## src/inc/clock_output_select_pkg.sv

```systemverilog
/*
 * Constants, field layouts and carrier types for the clock output select block.
 * Assumes a 50 MHz reference clock and a plain register port with 8-bit addresses.
 */
package clock_output_select_pkg;

    // Register port geometry
    localparam int ADDR_W = 8;
    localparam int DATA_W = 32;

    // Register offsets
    localparam logic [7:0] AUX_CTRL_ADDR = 8'h00;
    localparam logic [7:0] CMOS_CTRL_ADDR = 8'h04;
    localparam logic [7:0] SYSREF_CTRL_ADDR = 8'h08;
    localparam logic [7:0] STATUS_ADDR = 8'h0c;
    localparam logic [7:0] SYSREF_PERIOD_ADDR = 8'h10;

    // Auxiliary output control fields
    localparam int AUX_EN_BIT = 0;
    localparam int AUX_SRC_BIT = 1;
    localparam int AUX_DIV_LSB = 8;
    localparam int AUX_DIV_W = 8;

    // CMOS output control fields
    localparam int CMOS_OVR_BIT = 0;
    localparam int C_MODE_LSB = 1;
    localparam int D_MODE_LSB = 3;
    localparam int OVR_OUT_EN_BIT = 5;

    // System reference control fields
    localparam int SYSREF_SEL_LSB = 0;
    localparam int SYSREF_SEL_W = 4;
    localparam int SYSREF_DEPTH = 16;

    // Output function codes, shared by pins and mode fields
    localparam logic [1:0] MODE_OFF = 2'h0;
    localparam logic [1:0] MODE_REF = 2'h1;
    localparam logic [1:0] MODE_HALF = 2'h2;
    localparam logic [1:0] MODE_QUARTER = 2'h3;

    // Reference phase counter; function changes land only at its wrap
    localparam int PHASE_W = 3;
    localparam logic [2:0] PHASE_LAST = 3'h7;
    localparam logic [2:0] PHASE_FIRST = 3'h0;

    // Synchronised pin bundle layout
    localparam int PIN_W = 6;
    localparam int PIN_SYSREF = 0;
    localparam int PIN_PLL_EN = 1;
    localparam int PIN_PD = 2;
    localparam int PIN_CFG_LSB = 3;
    localparam int PIN_TS = 5;
    localparam logic [5:0] PIN_RESET = 6'h00;

    typedef struct packed {
        logic enable;
        logic from_serializer;
        logic [7:0] divider;
    } aux_cfg_type;

    typedef struct packed {
        logic override;
        logic [1:0] c_mode;
        logic [1:0] d_mode;
        logic overrange_en;
    } cmos_cfg_type;

    localparam aux_cfg_type AUX_CFG_RESET = '{enable: 1'b0, from_serializer: 1'b0,
                                              divider: 8'h04};
    localparam cmos_cfg_type CMOS_CFG_RESET = '{override: 1'b0, c_mode: 2'h0,
                                                d_mode: 2'h0, overrange_en: 1'b0};
    localparam logic [3:0] SYSREF_SEL_RESET = 4'h0;

endpackage : clock_output_select_pkg

```

## src/verilog/pin_synchronizer.sv

```systemverilog
/*
 * Three-stage synchroniser for a bundle of asynchronous pins.
 * Assumes each bit is independent; a new level is taken once stages two and three agree.
 */
`timescale 1ns/1ps
`default_nettype none

module pin_synchronizer #(
    parameter int WIDTH = 1,
    parameter logic [WIDTH-1:0] RESET_VAL = '0
) (
    input wire logic ref_clk_i,
    input wire logic rst_i,
    input wire logic [WIDTH-1:0] pin_i,
    output logic [WIDTH-1:0] level_o
);

    logic [WIDTH-1:0] stage1_reg;
    logic [WIDTH-1:0] stage2_reg;
    logic [WIDTH-1:0] stage3_reg;

    always_ff @(posedge ref_clk_i) begin
        if (rst_i) begin
            stage1_reg <= RESET_VAL;
            stage2_reg <= RESET_VAL;
            stage3_reg <= RESET_VAL;
        end else begin
            stage1_reg <= pin_i;
            stage2_reg <= stage1_reg;
            stage3_reg <= stage2_reg;
        end
    end

    // Per bit, accept only a level seen on two consecutive samples
    always_ff @(posedge ref_clk_i) begin
        if (rst_i) begin
            level_o <= RESET_VAL;
        end else begin
            for (int i = 0; i < WIDTH; i++) begin
                if (stage2_reg[i] == stage3_reg[i]) begin
                    level_o[i] <= stage3_reg[i];
                end
            end
        end
    end

endmodule : pin_synchronizer

`default_nettype wire

```

## src/verilog/lane_clock_divider.sv

```systemverilog
/*
 * Divides the serial lane bit rate, given as one strobe per lane bit, by a programmable ratio.
 * Assumes the strobe is on the local clock; ratios below two behave as two.
 */
`timescale 1ns/1ps
`default_nettype none

module lane_clock_divider #(
    parameter int DIV_W = 8
) (
    input wire logic ref_clk_i,
    input wire logic rst_i,
    input wire logic strobe_i,
    input wire logic [DIV_W-1:0] divider_i,
    output logic clk_o
);

    logic [DIV_W-1:0] eff_div;
    logic [DIV_W-1:0] cnt_reg;
    logic [DIV_W-1:0] cnt_next;

    always_comb begin
        eff_div = (divider_i < DIV_W'(2)) ? DIV_W'(2) : divider_i;
        cnt_next = (cnt_reg >= eff_div - DIV_W'(1)) ? '0 : cnt_reg + DIV_W'(1);
    end

    // One output period per eff_div strobes, high for the first half
    always_ff @(posedge ref_clk_i) begin
        if (rst_i) begin
            cnt_reg <= '0;
            clk_o <= 1'b0;
        end else if (strobe_i) begin
            cnt_reg <= cnt_next; // RULE_03
            clk_o <= cnt_next < (eff_div >> 1);
        end
    end
endmodule : lane_clock_divider

`default_nettype wire

```

## src/verilog/clock_output_select.sv

```systemverilog
/*
 * Auxiliary clock output selection and division: one auxiliary output from timestamp or
 * lane clock, a reference copy, two CMOS outputs with pin or register function, and
 * windowed capture of the system reference.
 * Assumes one 50 MHz clock; pins are asynchronous, lane strobe and over-range flags are local.
 */
// Contract
// [RULE_01] Auxiliary output from timestamp or lane clock
// [RULE_02] Auxiliary output off until software enables it
// [RULE_03] Lane-sourced auxiliary output is rate over divider
// [RULE_04] CMOS outputs run from power-up by pins
// [RULE_05] Power-down pin silences both CMOS outputs
// [RULE_06] System keeps power-down low when needing clocks
// [RULE_07] Pins set C divider, only enable D
// [RULE_08] Override takes functions from mode fields
// [RULE_09] C: off/over-range, reference, half, quarter
// [RULE_10] D: pins off or reference; override all four
// [RULE_11] D divided only while C function nonzero
// [RULE_12] Clock function beats over-range flag
// [RULE_13] System reference pulse or periodic accepted
// [RULE_14] 8b/10b periodic reference frequency constraint
// [RULE_15] 64b/66b periodic reference frequency constraint
// [RULE_16] Reference captured on deterministic clock edge
// [RULE_17] Adjustable sampling window replaces setup/hold
// [RULE_18] Reference copy only with converter PLL enabled
// [RULE_19] Function changes land without runt pulses
`timescale 1ns/1ps
`default_nettype none

module clock_output_select #(
    parameter int SYSREF_DEPTH = clock_output_select_pkg::SYSREF_DEPTH
) (
    input wire logic ref_clk_i,
    input wire logic rst_i,
    input wire logic [7:0] reg_addr_i,
    input wire logic [31:0] reg_wdata_i,
    input wire logic reg_write_i,
    input wire logic reg_read_i,
    output logic [31:0] reg_rdata_o,
    input wire logic timestamp_input_i,
    input wire logic lane_bit_strobe_i,
    input wire logic [1:0] clock_config_pins_i,
    input wire logic power_down_pin_i,
    input wire logic converter_pll_enable_i,
    input wire logic overrange_c_i,
    input wire logic overrange_d_i,
    input wire logic sysref_i,
    output logic aux_lvds_clock_out_o,
    output logic reference_clock_out_o,
    output logic cmos_clock_out_c_o,
    output logic cmos_clock_out_d_o,
    output logic sysref_capture_o
);

    ////////////////////////////////////////////////////////////////////////////////////////
    // Pin synchronisation

    logic [5:0] pin_bus;
    logic [5:0] pin_sync;
    logic ts_sync;
    logic [1:0] cfg_sync;
    logic pd_sync;
    logic pll_en_sync;
    logic sysref_sync;

    assign pin_bus = {timestamp_input_i, clock_config_pins_i, power_down_pin_i,
                      converter_pll_enable_i, sysref_i};

    pin_synchronizer #(
        .WIDTH(clock_output_select_pkg::PIN_W),
        .RESET_VAL(clock_output_select_pkg::PIN_RESET)
    ) pin_synchronizer_i (
        .ref_clk_i(ref_clk_i),
        .rst_i(rst_i),
        .pin_i(pin_bus),
        .level_o(pin_sync)
    );

    assign ts_sync = pin_sync[clock_output_select_pkg::PIN_TS];
    assign cfg_sync = pin_sync[clock_output_select_pkg::PIN_CFG_LSB +: 2];
    assign pd_sync = pin_sync[clock_output_select_pkg::PIN_PD];
    assign pll_en_sync = pin_sync[clock_output_select_pkg::PIN_PLL_EN];
    assign sysref_sync = pin_sync[clock_output_select_pkg::PIN_SYSREF];

    ////////////////////////////////////////////////////////////////////////////////////////
    // Software registers

    clock_output_select_pkg::aux_cfg_type aux_cfg_reg;
    clock_output_select_pkg::cmos_cfg_type cmos_cfg_reg;
    logic [3:0] sysref_sel_reg;

    // Auxiliary output starts disabled and changes only on a software write
    always_ff @(posedge ref_clk_i) begin
        if (rst_i) begin
            aux_cfg_reg <= clock_output_select_pkg::AUX_CFG_RESET; // RULE_02
        end else if (reg_write_i && reg_addr_i == clock_output_select_pkg::AUX_CTRL_ADDR) begin
            aux_cfg_reg.enable <= reg_wdata_i[clock_output_select_pkg::AUX_EN_BIT];
            aux_cfg_reg.from_serializer <= reg_wdata_i[clock_output_select_pkg::AUX_SRC_BIT];
            aux_cfg_reg.divider <= reg_wdata_i[clock_output_select_pkg::AUX_DIV_LSB +:
                                               clock_output_select_pkg::AUX_DIV_W];
        end
    end

    always_ff @(posedge ref_clk_i) begin
        if (rst_i) begin
            cmos_cfg_reg <= clock_output_select_pkg::CMOS_CFG_RESET;
        end else if (reg_write_i &&
                     reg_addr_i == clock_output_select_pkg::CMOS_CTRL_ADDR) begin
            cmos_cfg_reg.override <= reg_wdata_i[clock_output_select_pkg::CMOS_OVR_BIT];
            cmos_cfg_reg.c_mode <= reg_wdata_i[clock_output_select_pkg::C_MODE_LSB +: 2];
            cmos_cfg_reg.d_mode <= reg_wdata_i[clock_output_select_pkg::D_MODE_LSB +: 2];
            cmos_cfg_reg.overrange_en <= reg_wdata_i[clock_output_select_pkg::OVR_OUT_EN_BIT];
        end
    end

    always_ff @(posedge ref_clk_i) begin
        if (rst_i) begin
            sysref_sel_reg <= clock_output_select_pkg::SYSREF_SEL_RESET;
        end else if (reg_write_i &&
                     reg_addr_i == clock_output_select_pkg::SYSREF_CTRL_ADDR) begin
            sysref_sel_reg <= reg_wdata_i[clock_output_select_pkg::SYSREF_SEL_LSB +:
                                          clock_output_select_pkg::SYSREF_SEL_W]; // RULE_17
        end
    end

    ////////////////////////////////////////////////////////////////////////////////////////
    // Auxiliary LVDS output

    logic lane_div_clk;
    logic aux_src_val;

    lane_clock_divider #(
        .DIV_W(clock_output_select_pkg::AUX_DIV_W)
    ) lane_clock_divider_i (
        .ref_clk_i(ref_clk_i),
        .rst_i(rst_i),
        .strobe_i(lane_bit_strobe_i),
        .divider_i(aux_cfg_reg.divider),
        .clk_o(lane_div_clk)
    );

    assign aux_src_val = aux_cfg_reg.from_serializer ? lane_div_clk : ts_sync; // RULE_01 RULE_03

    always_ff @(posedge ref_clk_i) begin
        if (rst_i) begin
            aux_lvds_clock_out_o <= 1'b0;
        end else begin
            aux_lvds_clock_out_o <= aux_cfg_reg.enable & aux_src_val; // RULE_02
        end
    end

    ////////////////////////////////////////////////////////////////////////////////////////
    // Reference phase and function selection for the CMOS outputs

    logic [2:0] phase_reg;
    logic [1:0] c_mode_next;
    logic [1:0] d_mode_pick;
    logic [1:0] d_mode_next;
    logic [1:0] c_mode_reg;
    logic [1:0] d_mode_reg;

    always_ff @(posedge ref_clk_i) begin
        if (rst_i) begin
            phase_reg <= clock_output_select_pkg::PHASE_FIRST;
        end else begin
            phase_reg <= phase_reg + 3'h1;
        end
    end

    always_comb begin
        c_mode_next = cmos_cfg_reg.override ? cmos_cfg_reg.c_mode : cfg_sync; // RULE_08 RULE_09
        if (cmos_cfg_reg.override) begin
            d_mode_pick = cmos_cfg_reg.d_mode; // RULE_08 RULE_10
        end else if (cfg_sync == clock_output_select_pkg::MODE_OFF) begin
            d_mode_pick = clock_output_select_pkg::MODE_OFF; // RULE_07
        end else begin
            d_mode_pick = clock_output_select_pkg::MODE_REF; // RULE_07 RULE_10
        end
        if (d_mode_pick >= clock_output_select_pkg::MODE_HALF &&
            c_mode_next == clock_output_select_pkg::MODE_OFF) begin
            d_mode_next = clock_output_select_pkg::MODE_OFF; // RULE_11
        end else begin
            d_mode_next = d_mode_pick;
        end
    end

    // Functions switch only as the phase wraps, when every candidate clock is high and
    // the next sample of each is low, so no shortened pulse reaches the pin
    always_ff @(posedge ref_clk_i) begin
        if (rst_i) begin
            c_mode_reg <= clock_output_select_pkg::MODE_OFF;
            d_mode_reg <= clock_output_select_pkg::MODE_OFF;
        end else if (phase_reg == clock_output_select_pkg::PHASE_LAST) begin
            c_mode_reg <= c_mode_next; // RULE_19 RULE_04
            d_mode_reg <= d_mode_next; // RULE_19
        end
    end

    function automatic logic pick_output(input logic [1:0] mode, input logic [2:0] phase,
                                         input logic overrange_output_enable, input logic ovr_flag);
        logic result;
        result = 1'b0;
        unique case (mode)
            clock_output_select_pkg::MODE_OFF: result = overrange_output_enable & ovr_flag;
            clock_output_select_pkg::MODE_REF: result = phase[0];
            clock_output_select_pkg::MODE_HALF: result = phase[1];
            clock_output_select_pkg::MODE_QUARTER: result = phase[2];
        endcase
        return result;
    endfunction : pick_output

    always_ff @(posedge ref_clk_i) begin
        if (rst_i) begin
            cmos_clock_out_c_o <= 1'b0;
        end else if (pd_sync) begin
            cmos_clock_out_c_o <= 1'b0; // RULE_05
        end else begin
            cmos_clock_out_c_o <= pick_output(c_mode_reg, phase_reg,
                                              cmos_cfg_reg.overrange_en,
                                              overrange_c_i); // RULE_09 RULE_12
        end
    end

    always_ff @(posedge ref_clk_i) begin
        if (rst_i) begin
            cmos_clock_out_d_o <= 1'b0;
        end else if (pd_sync) begin
            cmos_clock_out_d_o <= 1'b0; // RULE_05
        end else begin
            cmos_clock_out_d_o <= pick_output(d_mode_reg, phase_reg,
                                              cmos_cfg_reg.overrange_en,
                                              overrange_d_i); // RULE_10 RULE_12
        end
    end

    // Reference copy runs only with the converter PLL on and the part powered
    always_ff @(posedge ref_clk_i) begin
        if (rst_i) begin
            reference_clock_out_o <= 1'b0;
        end else begin
            reference_clock_out_o <= pll_en_sync & ~pd_sync & phase_reg[0]; // RULE_18
        end
    end

    ////////////////////////////////////////////////////////////////////////////////////////
    // System reference windowed capture

    logic [SYSREF_DEPTH-1:0] sysref_line_reg;
    logic sysref_delayed;
    logic sysref_prev_reg;
    logic sysref_rise;
    logic [7:0] sysref_count_reg;
    logic [15:0] sysref_gap_reg;
    logic [15:0] sysref_period_reg;

    always_ff @(posedge ref_clk_i) begin
        if (rst_i) begin
            sysref_line_reg <= '0;
            sysref_prev_reg <= 1'b0;
        end else begin
            sysref_line_reg <= {sysref_line_reg[SYSREF_DEPTH-2:0], sysref_sync};
            sysref_prev_reg <= sysref_delayed;
        end
    end

    assign sysref_delayed = sysref_line_reg[sysref_sel_reg]; // RULE_17
    assign sysref_rise = sysref_delayed & ~sysref_prev_reg;

    always_ff @(posedge ref_clk_i) begin
        if (rst_i) begin
            sysref_capture_o <= 1'b0;
        end else begin
            sysref_capture_o <= sysref_rise; // RULE_16
        end
    end

    // Every rising edge is taken, so one pulse and a periodic train both work
    always_ff @(posedge ref_clk_i) begin
        if (rst_i) begin
            sysref_count_reg <= 8'h00;
            sysref_gap_reg <= 16'h0000;
            sysref_period_reg <= 16'h0000;
        end else if (sysref_rise) begin
            sysref_count_reg <= sysref_count_reg + 8'h01; // RULE_13
            sysref_gap_reg <= 16'h0000;
            sysref_period_reg <= sysref_gap_reg + 16'h0001; // RULE_14 RULE_15
        end else if (sysref_gap_reg != 16'hffff) begin
            sysref_gap_reg <= sysref_gap_reg + 16'h0001;
        end
    end

    ////////////////////////////////////////////////////////////////////////////////////////
    // Register read port

    logic [31:0] status_word;

    assign status_word = {16'h0000, sysref_count_reg, d_mode_reg, c_mode_reg,
                          pll_en_sync, pd_sync, cfg_sync};

    always_ff @(posedge ref_clk_i) begin
        if (rst_i) begin
            reg_rdata_o <= 32'h0000_0000;
        end else if (reg_read_i) begin
            unique case (reg_addr_i)
                clock_output_select_pkg::AUX_CTRL_ADDR:
                    reg_rdata_o <= {16'h0000, aux_cfg_reg.divider, 6'h00,
                                    aux_cfg_reg.from_serializer, aux_cfg_reg.enable};
                clock_output_select_pkg::CMOS_CTRL_ADDR:
                    reg_rdata_o <= {26'h0000000, cmos_cfg_reg.overrange_en,
                                    cmos_cfg_reg.d_mode, cmos_cfg_reg.c_mode,
                                    cmos_cfg_reg.override};
                clock_output_select_pkg::SYSREF_CTRL_ADDR:
                    reg_rdata_o <= {28'h0000000, sysref_sel_reg};
                clock_output_select_pkg::STATUS_ADDR:
                    reg_rdata_o <= status_word;
                clock_output_select_pkg::SYSREF_PERIOD_ADDR:
                    reg_rdata_o <= {16'h0000, sysref_period_reg};
                default:
                    reg_rdata_o <= 32'h0000_0000;
            endcase
        end else begin
            reg_rdata_o <= 32'h0000_0000;
        end
    end
endmodule : clock_output_select

`default_nettype wire

```

## config.mk

```make
export PLATFORM = sky130hd
export DESIGN_NAME = clock_output_select
export DESIGN_NICKNAME = d
export VERILOG_FILES = /design/src/inc/clock_output_select_pkg.sv /design/src/verilog/pin_synchronizer.sv /design/src/verilog/lane_clock_divider.sv /design/src/verilog/clock_output_select.sv
export SDC_FILE = /design/constraint.sdc
export NUM_CORES = 1
export LEC_CHECK = 0
export BUFFER_PORTS_ARGS = -buffer_cell sky130_fd_sc_hd__buf_4
export CORE_UTILIZATION = 54
export CTS_BUF_LIST = sky130_fd_sc_hd__clkbuf_8
export CTS_CLUSTER_DIAMETER = 120
export DETAILED_ROUTE_END_ITERATION = 8
export GPL_TIMING_DRIVEN = 0
export PLACE_DENSITY_LB_ADDON = 0.05
export RECOVER_POWER = 100
export SYNTH_ARGS = -nofsm -noshare
export SYNTH_HDL_FRONTEND = slang
export SYNTH_HIERARCHICAL = 1
export SYNTH_SLANG_ARGS = --single-unit
export TNS_END_PERCENT = 50
```

## constraint.sdc

```tcl
create_clock -name ref_clk_i -period 3.7 [get_ports ref_clk_i]
set_input_delay 0.555 -clock ref_clk_i [delete_from_list [all_inputs] [get_ports ref_clk_i]]
set_output_delay 0.555 -clock ref_clk_i [all_outputs]
set_load 0.005 [all_outputs]
```

==> impl_metrics.ini, run 1 <==
[sta]
fin_crit_ns = 3.90
tightest_slew_ns = 0.798
hold_violations = 0
skew_ns = 0.00683
rsz0062_at_grt = yes
setup_ws_ns = -0.195
fmax_ghz = 0.257
maxSlewViolCount = 0
fin_crit_sh_pct = 105
setup_viol = 1
slew_headroom_pct = 46.2

[synthesis]
ys_seq_area_share_pct = 43.8
synth_xor_area_share_pct = 3.47
synth_edf_count = 0
ys_seq_elements = 138
synthDistinctLibCells = 73
synthCells = 667
synth_adder_area_share_pct = 3.97
ys_async_sr_fraction_pct = 0
synth_top_family_by_area = simple AND/OR/NAND/NOR gates
avgSynthCellArea_um2 = 9.45
syn_area_um2 = 6300
synthFlopType = dfxtp_1
synth_compound_area_share_pct = 15.7
yosysWarnings = 6
synth_simple_gate_area_share_pct = 18.9
synth_mux_area_share_pct = 8.32

[worst_setup_path]
crit_path_end_kind = register
required_ns = 4.04
worst_ep_arrival_time_ns = 4.24
crit_chain = or4_4, o31ai_4, ha_2, buf_4, nand2_1, xnor2_1, ha_1, a41oi_2, a21o_2, o21ai_4, o21ba_4, ha_4, and3_1, o211ai_1, o311a_1, o221a_1
cp_num_buf_inv = 1
crit_type = reg2reg
ff2ff_setup_slack_ns = -0.20
worst-path-stages = 16
cp_top_family = compound AO/OA/AOI/OAI gates
reg2reg_depth = 16
max_stage_delay_ns = 0.58
startpoint_type = register
crit_path_top_delay_cell = or4_4
cp_max_fo = 6

[floorplan]
die_h_um = 110
dieArea_um2 = 12100
initial_utilization_pct = 55.2
io_pins = 90
rows = 39
fp.dieW_um = 110
core_um2 = 11400

[status]
violations = negative setup slack
outcome = finished with violations

[routing]
via_per_inst = 5.45
wl_per_cell_um = 15.7
drc = 0
first_iter_violations = 224
vias = 5051
dr.pass1.iters = 4
wl_um = 14500
ant_nets = 0

[placed_design]
placed_area_um2 = 6980
io_buffer_count = 54
dpl.cell_count = 879
dp_hpwl_um = 10700
place.gp.congestion = 0.905

[grt]
grt_overflow = 0
antenna_found_initial = 0
grt_pass1_wl_um = 22900
grt_pass1_vias = 4935
grt_max_degree = 17
grt_use_total_pct = 25.4

[cells_and_area]
drive_gt1_share_pct = 21.3
final_cells = 926
final_area_um2 = 7450
diodes = 0
layout.nets = 843
syn_to_final_growth_pct = 18.2

[power]
power_per_cell_area_nw_per_um2 = 390
leakagePower_nw = 2.91
ir_drop_mv = 0.343

[flow_run]
max_cap_violations = 0

[clock_tree]
cts_buffer_depth = 2
htreeDepth = 4
root_buffer = clkbuf_8
clk_latency_ns = 0.45
clock-sinks = 138
cts.clk_slew.worst_paths_ns = 0.08
cts_made_buffers = 17
cts_tree = yes

[worst_hold_path]
hp-class = in2reg
hold_depth = 2
[routing by layer]
| layer | part of all wire [%] | track usage (%) | vias up |
|---|---|---|---|
| li1 | - | - | 2540 |
| met1 | 43 | 29.5 | 2389 |
| met2 | 51 | 44.1 | 99 |
| met3 | 4.5 | 7.23 | 23 |
| met4 | 1.7 | 10.0 | 0 |
| met5 | 0 | 0 | - |
[final cells by class]
class                           instances  area (µm²)
Inverter                               22        82.6
Clock buffer                           18         248
Tap cell                              143         179
Clock inverter                         14         146
Timing Repair Buffer                   70         526
Buffer                                 47         240
Fill cell                             997        3970
Sequential cell                       138        2770
Multi-Input combinational cell        474        3260
[metrics by stage]
stage / utilization, % / setup TNS, ns / hold slack, ns / total power [mW] / setup WS (ns)
floorplan: - / -0.0714 / 0.411 / 1.66 / -0.0714
global placement: 61.1 / -0.344 / 0.416 / 1.72 / -0.344
detailed placement: 61.1 / -0.375 / 0.424 / 1.72 / -0.375
CTS: 65.5 / -0.182 / 0.286 / 2.93 / -0.182
global route: 65.2 / -0.351 / 0.290 / 3.02 / -0.351
finish: 65.2 / -0.195 / 0.311 / 2.91 / -0.195
[cell usage after synthesis, drive strengths merged (3+ instances only)]
library cell | number | area [µm²]
dfxtp | 138 | 2760
nor2 | 93 | 349
nor2b | 41 | 274
nand2 | 36 | 135
mux2i | 31 | 310
a21oi | 30 | 199
buf | 27 | 194
a211oi | 23 | 173
inv | 22 | 82.6
clkbuf | 21 | 78.8
ha | 20 | 250
xnor2 | 16 | 140
mux2 | 15 | 169
nand3 | 14 | 70.1
a22oi | 13 | 97.6
nor3 | 13 | 65.1
o21ai | 13 | 98.9
xor2 | 9 | 78.8
and3 | 6 | 37.5
o211ai | 6 | 50.1
nand4 | 5 | 37.5
nor4 | 5 | 31.3
and2 | 4 | 25.0
and2b | 4 | 30.0
o21a | 4 | 30.0
or2 | 4 | 25.0
a211o | 3 | 26.3
a31oi | 3 | 18.8
o221ai | 3 | 26.3
or4 | 3 | 30.0
[logic make-up after synthesis]
group,after synthesis
AND/OR/NAND/NOR,238
flip-flops,138
AO/OA/AOI/OAI,127
buffers and inverters,70
multiplexers,48
XOR/XNOR,25
adder cells (fa/ha/maj),20
other,1
[placed cells by master (no fill, tap or decap), types with 9 or more instances in the layout]
master	n
dfxtp_1	135
nor2_1	92
buf_4	63
nand2_1	36
nor2b_1	34
mux2i_1	31
a21oi_1	29
clkbuf_1	28
inv_1	24
a211oi_1	23
clkbuf_4	21
ha_1	18
clkbuf_8	18
xnor2_1	16
conb_1	16
nand3_1	14
nor3_1	13
mux2_2	13
a22oi_1	13
o21ai_0	11
xor2_1	9
[where the power goes]
group / total (mW) / internal (mW) / switching [mW]
Clock: 1.21 / 0.618 / 0.590
Combinational: 0.180 / 0.0872 / 0.0928
Sequential: 1.52 / 1.50 / 0.0156
Total: 2.91 / 2.21 / 0.698
[worst register-to-register path, cell delays in order, from the launching register on]
cell	delay, ns
dfxtp_4	0.35
or4_4	0.58
o31ai_4	0.21
ha_2	0.21
buf_4	0.11
nand2_1	0.06
xnor2_1	0.15
ha_1	0.30
a41oi_2	0.10
a21o_2	0.24
o21ai_4	0.25
o21ba_4	0.20
ha_4	0.26
and3_1	0.15
o211ai_1	0.10
o311a_1	0.30
o221a_1	0.22
[what timing repair did]
action,CTS,global route
hold buffers,0,0
setup buffers,10,6
endpoints found under the setup margin,1,1
resized for setup,9,1
pin swaps,8,7
[worst paths after layout]
| kind | start | to |
|---|---|---|
| hold reg to reg | pin_synchronizer_i/stage1_reg[0] | pin_synchronizer_i/stage2_reg[0] |
| setup / recovery | aux_cfg_reg[5] | lane_clock_divider_i/clk_o |
| hold / removal | converter_pll_enable_i | pin_synchronizer_i/stage1_reg[1] |
| setup reg to reg | aux_cfg_reg[5] | lane_clock_divider_i/clk_o |
(Power assumes the default switching activity.)
==> run 2, diff against run 1 <==
CTS_BUF_LIST = sky130_fd_sc_hd__clkbuf_4   (was sky130_fd_sc_hd__clkbuf_8)
PLACE_DENSITY = 0.91   (was not set)
PLACE_DENSITY_LB_ADDON = not set   (was 0.05)
==> run 2 against run 1 <==
The flow still finishes with violations (negative setup slack). Core utilization down 1.5 points. Clock skew up 0.016 ns. Clock-buffer cell count unchanged. Maximum frequency down 0.65%. Wire length down 0.58%. Worst hold slack worse by 0.11 ns. Cell area down 2.3%. Die area unchanged. Critical path depth unchanged. Non-clock buffer count down 3. Register-to-register slack worse by 0.03 ns. Largest power group unchanged.
==> impl_metrics.ini, run 2 (same netlist as run 1, synthesis figures left out) <==
[clock_tree]
cts_made_buffers = 17
cts_buffer_depth = 2
cts.clk_slew.worst_paths_ns = 0.11
cts_tree = yes
root_buffer = clkbuf_4
clk_latency_ns = 0.56
clock-sinks = 138
holdBufCountCts = 0
htreeDepth = 4

[sta]
fin_crit_ns = 3.92
whs_ns = 0.204
hold_violations = 0
setup_viol = 1
skew_ns = 0.0230
maxSlewViolCount = 0
tightest_slew_ns = 0.770
fmax_ghz = 0.255
rsz0062_at_grt = yes
slew_headroom_pct = 48.7
fin_crit_sh_pct = 106
setup_ws_ns = -0.221

[floorplan]
io_pins = 90
core_um2 = 11400
initial_utilization_pct = 55.2
dieArea_um2 = 12100
fp.dieW_um = 110
die_h_um = 110
rows = 39

[cells_and_area]
diodes = 0
final_common_cell = dfxtp_1
syn_to_final_growth_pct = 15.4
drive_gt1_share_pct = 20.9
seqCellArea_um2 = 2770
final_cell_mix = dfxtp_1, nor2_1, buf_4, clkbuf_4, nand2_1
multi_input_area_um2 = 3240
layout.nets = 840
final_cells = 923
fillers = 926

[placed_design]
pre_cts_ws_ns = -0.371
dp_hpwl_um = 10200
dpl.cell_count = 879
io_buffer_count = 54
place.gp.congestion = 0.902

[status]
outcome = finished with violations
violations = negative setup slack

[worst_setup_path]
startpoint_type = register
cp_max_fo = 7
reg2reg_depth = 16
worst_ep_arrival_time_ns = 4.36
required_ns = 4.14
crit_path_end_kind = register
reg2reg_to = lane_clock_divider_i/clk_o
crit_type = reg2reg
ff2ff_setup_slack_ns = -0.22
regToRegStartpoint = aux_cfg_reg[5]

[grt]
grt_pass1_wl_um = 22500
grt_max_degree = 17
antenna_found_initial = 0
grt_use_total_pct = 24.4
grt_overflow = 0
grt_pass1_vias = 4691

[routing]
vias = 5187
drc = 0
dr.pass1.iters = 5
wl_met2_um = 6990
wl_per_cell_um = 15.6
wl_met1_um = 6170
highest_layer = met4
wl_um = 14400
first_iter_violations = 423
ant_nets = 0
met3WireLength_um = 943
via_per_inst = 5.62

[power]
ir_drop_mv = 0.362
p_total_mw = 2.60
leakagePower_nw = 2.84
power_per_cell_area_nw_per_um2 = 358

[worst_hold_path]
hp-class = in2reg
hold_depth = 2
min_from = timestamp_input_i
worstHoldEndpoint = pin_synchronizer_i/stage1_reg[5]

[flow_run]
max_cap_violations = 0
==> run 2: changes by cell type in the layout (fill, tap and decap cells not counted), moves of 2 or more <==
cell	change
clkbuf_1	+2
clkbuf_4	+18
clkinv_4	+2
clkinvlp_4	-2
inv_1	-2
buf_4	-3
clkbuf_8	-18
clkinv_2	+3
==> run 2: stage by stage <==
step           setup TNS [ns]  util (%)  cell area, µm²
3_5_place_dp           -0.371      61.1            6980
4_1_cts                -0.205      63.9            7300
3_3_place_gp           -0.342      61.1            6980
5_1_grt                -0.379      63.7            7270
6_report               -0.221      63.7            7270
2_1_floorplan         -0.0714         -            6400
==> run 2: what timing repair did <==
item / in CTS / in global routing
buffers inserted: 8 / 5
resized for setup: 5 / 3
endpoints found under the setup margin: 1 / 1
pin swaps: 9 / 6
==> run 2: cell type report <==
| class | count | area share, % |
|---|---|---|
| Inverter | 22 | 1.14 |
| Sequential cell | 138 | 38.1 |
| Multi-Input combinational cell | 474 | 44.6 |
| Clock buffer | 18 | 1.86 |
| Clock inverter | 14 | 1.67 |
| Buffer | 47 | 3.39 |
| Tap cell | 143 | 2.46 |
| Timing Repair Buffer | 67 | 6.81 |
==> run 2: worst max-delay path: stages, from the launching register on <==
cell	delay (ns)
dfxtp_4	0.38
or4_4	0.59
o31ai_4	0.22
ha_2	0.23
inv_1	0.05
nor2_2	0.10
xnor2_1	0.08
ha_1	0.32
a41oi_2	0.11
a21o_2	0.24
o21ai_4	0.24
o21ba_1	0.19
ha_1	0.29
and3_1	0.16
o211ai_1	0.10
o311a_1	0.30
o221a_1	0.22
==> run 2: worst max path at each step <==
stage                        start                          to  slack [ns]  depth (start not counted)
floorplan           aux_cfg_reg[5]  lane_clock_divider_i/clk_o       -0.07                         17
global placement    aux_cfg_reg[5]  lane_clock_divider_i/clk_o       -0.34                         17
detailed placement  aux_cfg_reg[5]  lane_clock_divider_i/clk_o       -0.37                         17
CTS                 aux_cfg_reg[4]  lane_clock_divider_i/clk_o       -0.21                         16
global route        aux_cfg_reg[5]  lane_clock_divider_i/clk_o       -0.38                         16
finish              aux_cfg_reg[5]  lane_clock_divider_i/clk_o       -0.22                         16
==> run 2: metal layers <==
metal	GRT usage (%)	vias up
met1	31.5	2424
met5	0	-
met3	5.88	33
li1	-	2532
met2	39.1	198
met4	10.1	0
==> run 2: power breakdown <==
group	leakage [nW]	internal [mW]	switching [mW]	total, mW
clock	0.140	0.341	0.564	0.905
combinational	1.59	0.0843	0.0947	0.179
sequential	1.12	1.50	0.0164	1.52
total	2.84	1.93	0.675	2.60
==> run 3, diff against run 2 <==
ABC_AREA = 1   (was not set)
CORE_UTILIZATION = 64   (was 54)
PLACE_DENSITY = 0.95   (was 0.91)
clock period = 4.6 ns   (was 3.7 ns; I/O delays follow)
==> run 3 against run 2 <==
The run ends with design-rule violations left. Worst setup slack gained 1.1 ns. Sequential power down 19%. Die area is 14% lower. Area after synthesis is 2.2% higher. Critical endpoint unchanged. Largest power group unchanged.
==> impl_metrics.ini, run 3 <==
[worst_setup_path]
crit_chain = nor3_1, nand4_1, nand2_1, ha_1, nand2_1, nor3_1, xor2_1, inv_1, ha_1, nand2_1, nor2_1, nand2_1, nand3_1, clkinvlp_2, nand3_1, inv_1, ha_1, a21oi_1, nand2_1, nand2_1, nand2_1, a21oi_1
crit_path_top_delay_cell = dfxtp_1
cp_top_family = simple AND/OR/NAND/NOR gates
crit_type = reg2reg
startpoint_type = register
reg2reg_to = lane_clock_divider_i/clk_o
worst_ep_arrival_time_ns = 4.22
ff2ff_setup_slack_ns = 0.87
reg2reg_depth = 22
required_ns = 5.09
max_stage_delay_ns = 0.41
cp_num_buf_inv = 3
regToRegStartpoint = aux_cfg_reg[5]
crit_path_end_kind = register
cp_max_fo = 7
cp_common_cell = nand2_1

[floorplan]
die_h_um = 102
dieArea_um2 = 10500
fp.dieW_um = 102
initial_utilization_pct = 65.9
io_pins = 90
core_um2 = 9770
rows = 36

[cells_and_area]
final_cells = 1092
diodes = 0
drive_gt1_share_pct = 15.4
syn_to_final_growth_pct = 11.6
final_common_cell = nand2_1
fillers = 712
final_cell_mix = nand2_1, dfxtp_1, nor2_1, inv_1, nand3_1
layout.nets = 1019

[worst_hold_path]
hp-class = in2reg
worstHoldEndpoint = pin_synchronizer_i/stage1_reg[0]
min_from = sysref_i
hold_depth = 3

[synthesis]
synthCells = 857
synthFlopType = dfxtp_1
synth.top_cells.by_area = dfxtp_1, nand2_1, nor2_1
synth_most_common_cell = nand2_1
ys_async_sr_fraction_pct = 0
synth_edf_count = 0
yosysWarnings = 6
ys_seq_area_share_pct = 42.9
ys_top_cells_by_count = nand2_1, dfxtp_1, nor2_1
yosys.area.top_type_share_pct = 42.9
syn_area_um2 = 6440
synthDistinctLibCells = 44
avgSynthCellArea_um2 = 7.51
synth_largest_area_cell = dfxtp_1
ys_seq_elements = 138

[routing]
first_iter_violations = 410
wl_um = 14700
drc = 3
via_per_inst = 5.35
ant_nets = 0
dr.pass1.iters = 9
wl_per_cell_um = 13.4
vias = 5845

[status]
outcome = finished with violations
violations = design-rule violations

[placed_design]
io_buffer_count = 55
dp_hpwl_um = 10800
pre_cts_ws_ns = 1.23
place.gp.congestion = 0.966
dpl.cell_count = 1060

[grt]
grt_overflow = 0
antenna_found_initial = 0
grt_pass1_wl_um = 23700
grt_use_total_pct = 29.6
grt_pass1_vias = 5308
grt_max_degree = 17

[clock_tree]
cts_resized = 0
cts_buffer_depth = 2
holdBufCountCts = 0
cts_made_buffers = 17
clk_latency_ns = 0.56
htreeDepth = 4
cts_setup_buffers = 0
clock-sinks = 138
root_buffer = clkbuf_4
cts_tree = yes
cts.clk_slew.worst_paths_ns = 0.13

[power]
power_per_cell_area_nw_per_um2 = 294
p_total_mw = 2.11
ir_drop_mv = 0.159
leakagePower_nw = 3.27

[sta]
rsz0062_at_grt = no
fmax_ghz = 0.268
skew_ns = 0.0229
setup_ws_ns = 0.868
fin_setup_tns_ns = 0
setup_viol = 0
slew_headroom_pct = 48.3
fin_crit_ns = 3.73
maxSlewViolCount = 0
hold_violations = 0
tightest_slew_ns = 0.768
fin_crit_sh_pct = 81.1

[flow_run]
max_cap_violations = 0
-- run 3: changes by cell type in the layout (fill, tap and decap cells not counted), moves of 17 or more --
cell      delta
nand2_1    +128
inv_1       +93
nor2b_1     -34
a21oi_1     +17
nand4_1     +17
a211oi_1    -21
mux2i_1     -31
nand3_1     +47
o21ai_0     +29
nor2_1      +30
-- run 3: power by group --
group | internal (mW) | leakage [nW] | switching [mW] | total [mW]
registers | 1.21 | 1.12 | 0.0149 | 1.23
clock network | 0.233 | 0.134 | 0.499 | 0.732
logic | 0.0613 | 2.02 | 0.0908 | 0.152
-- run 3: kinds of logic after synthesis --
family | Yosys count | share of synthesized area [%]
flops | 138 | 42.9
compound gates | 104 | 8.90
simple gates | 407 | 29.6
xor+xnor | 21 | 2.86
fa+ha+maj | 20 | 3.89
buf+inv | 166 | 11.8
other cells | 1 | 0.0583
-- run 3: final cells by class --
cell class	count	area, µm²	share of cell area, %
Tap cell	133	166	2.32
Inverter	128	483	6.72
Buffer	38	216	3.01
Clock buffer	17	128	1.78
Timing Repair Buffer	55	402	5.59
Multi-Input combinational cell	568	2890	40.3
Sequential cell	138	2760	38.5
Clock inverter	15	130	1.81
-- run 3: stage by stage --
stage | hold slack [ns] | instance area (µm²) | util, %
after floorplan | 0.388 | 6490 | -
after global routing | 0.320 | 7180 | 73.5
final | 0.324 | 7180 | 73.5
after global placement | 0.390 | 7070 | 72.4
after CTS | 0.326 | 7330 | 75.0
after detailed placement | 0.394 | 7070 | 72.4
-- run 3: how the worst max path moves through the flow --
stage | start | depth (start not counted) | endpoint | slack (ns)
2_1_floorplan | aux_cfg_reg[2] | 23 | lane_clock_divider_i/clk_o | 1.68
3_3_place_gp | aux_cfg_reg[5] | 22 | lane_clock_divider_i/clk_o | 1.34
3_5_place_dp | aux_cfg_reg[5] | 23 | lane_clock_divider_i/clk_o | 1.23
4_1_cts | aux_cfg_reg[5] | 23 | lane_clock_divider_i/clk_o | 1.13
5_1_grt | aux_cfg_reg[2] | 23 | lane_clock_divider_i/clk_o | 0.57
6_report | aux_cfg_reg[5] | 22 | lane_clock_divider_i/clk_o | 0.87
-- run 3: layer usage --
layer,vias to the layer above,GRT usage [%],wire length (µm)
met2,299,49.6,6790
met4,0,19.2,773
met1,2599,34.7,6050
li1,2871,-,-
met5,-,0,0
met3,76,5.47,1050
-- run 3: tightest hold or removal path, cell delays in order --
cell and delay [ns]:
buf_4 0.07, inv_1 0.03, nor2_1 0.06
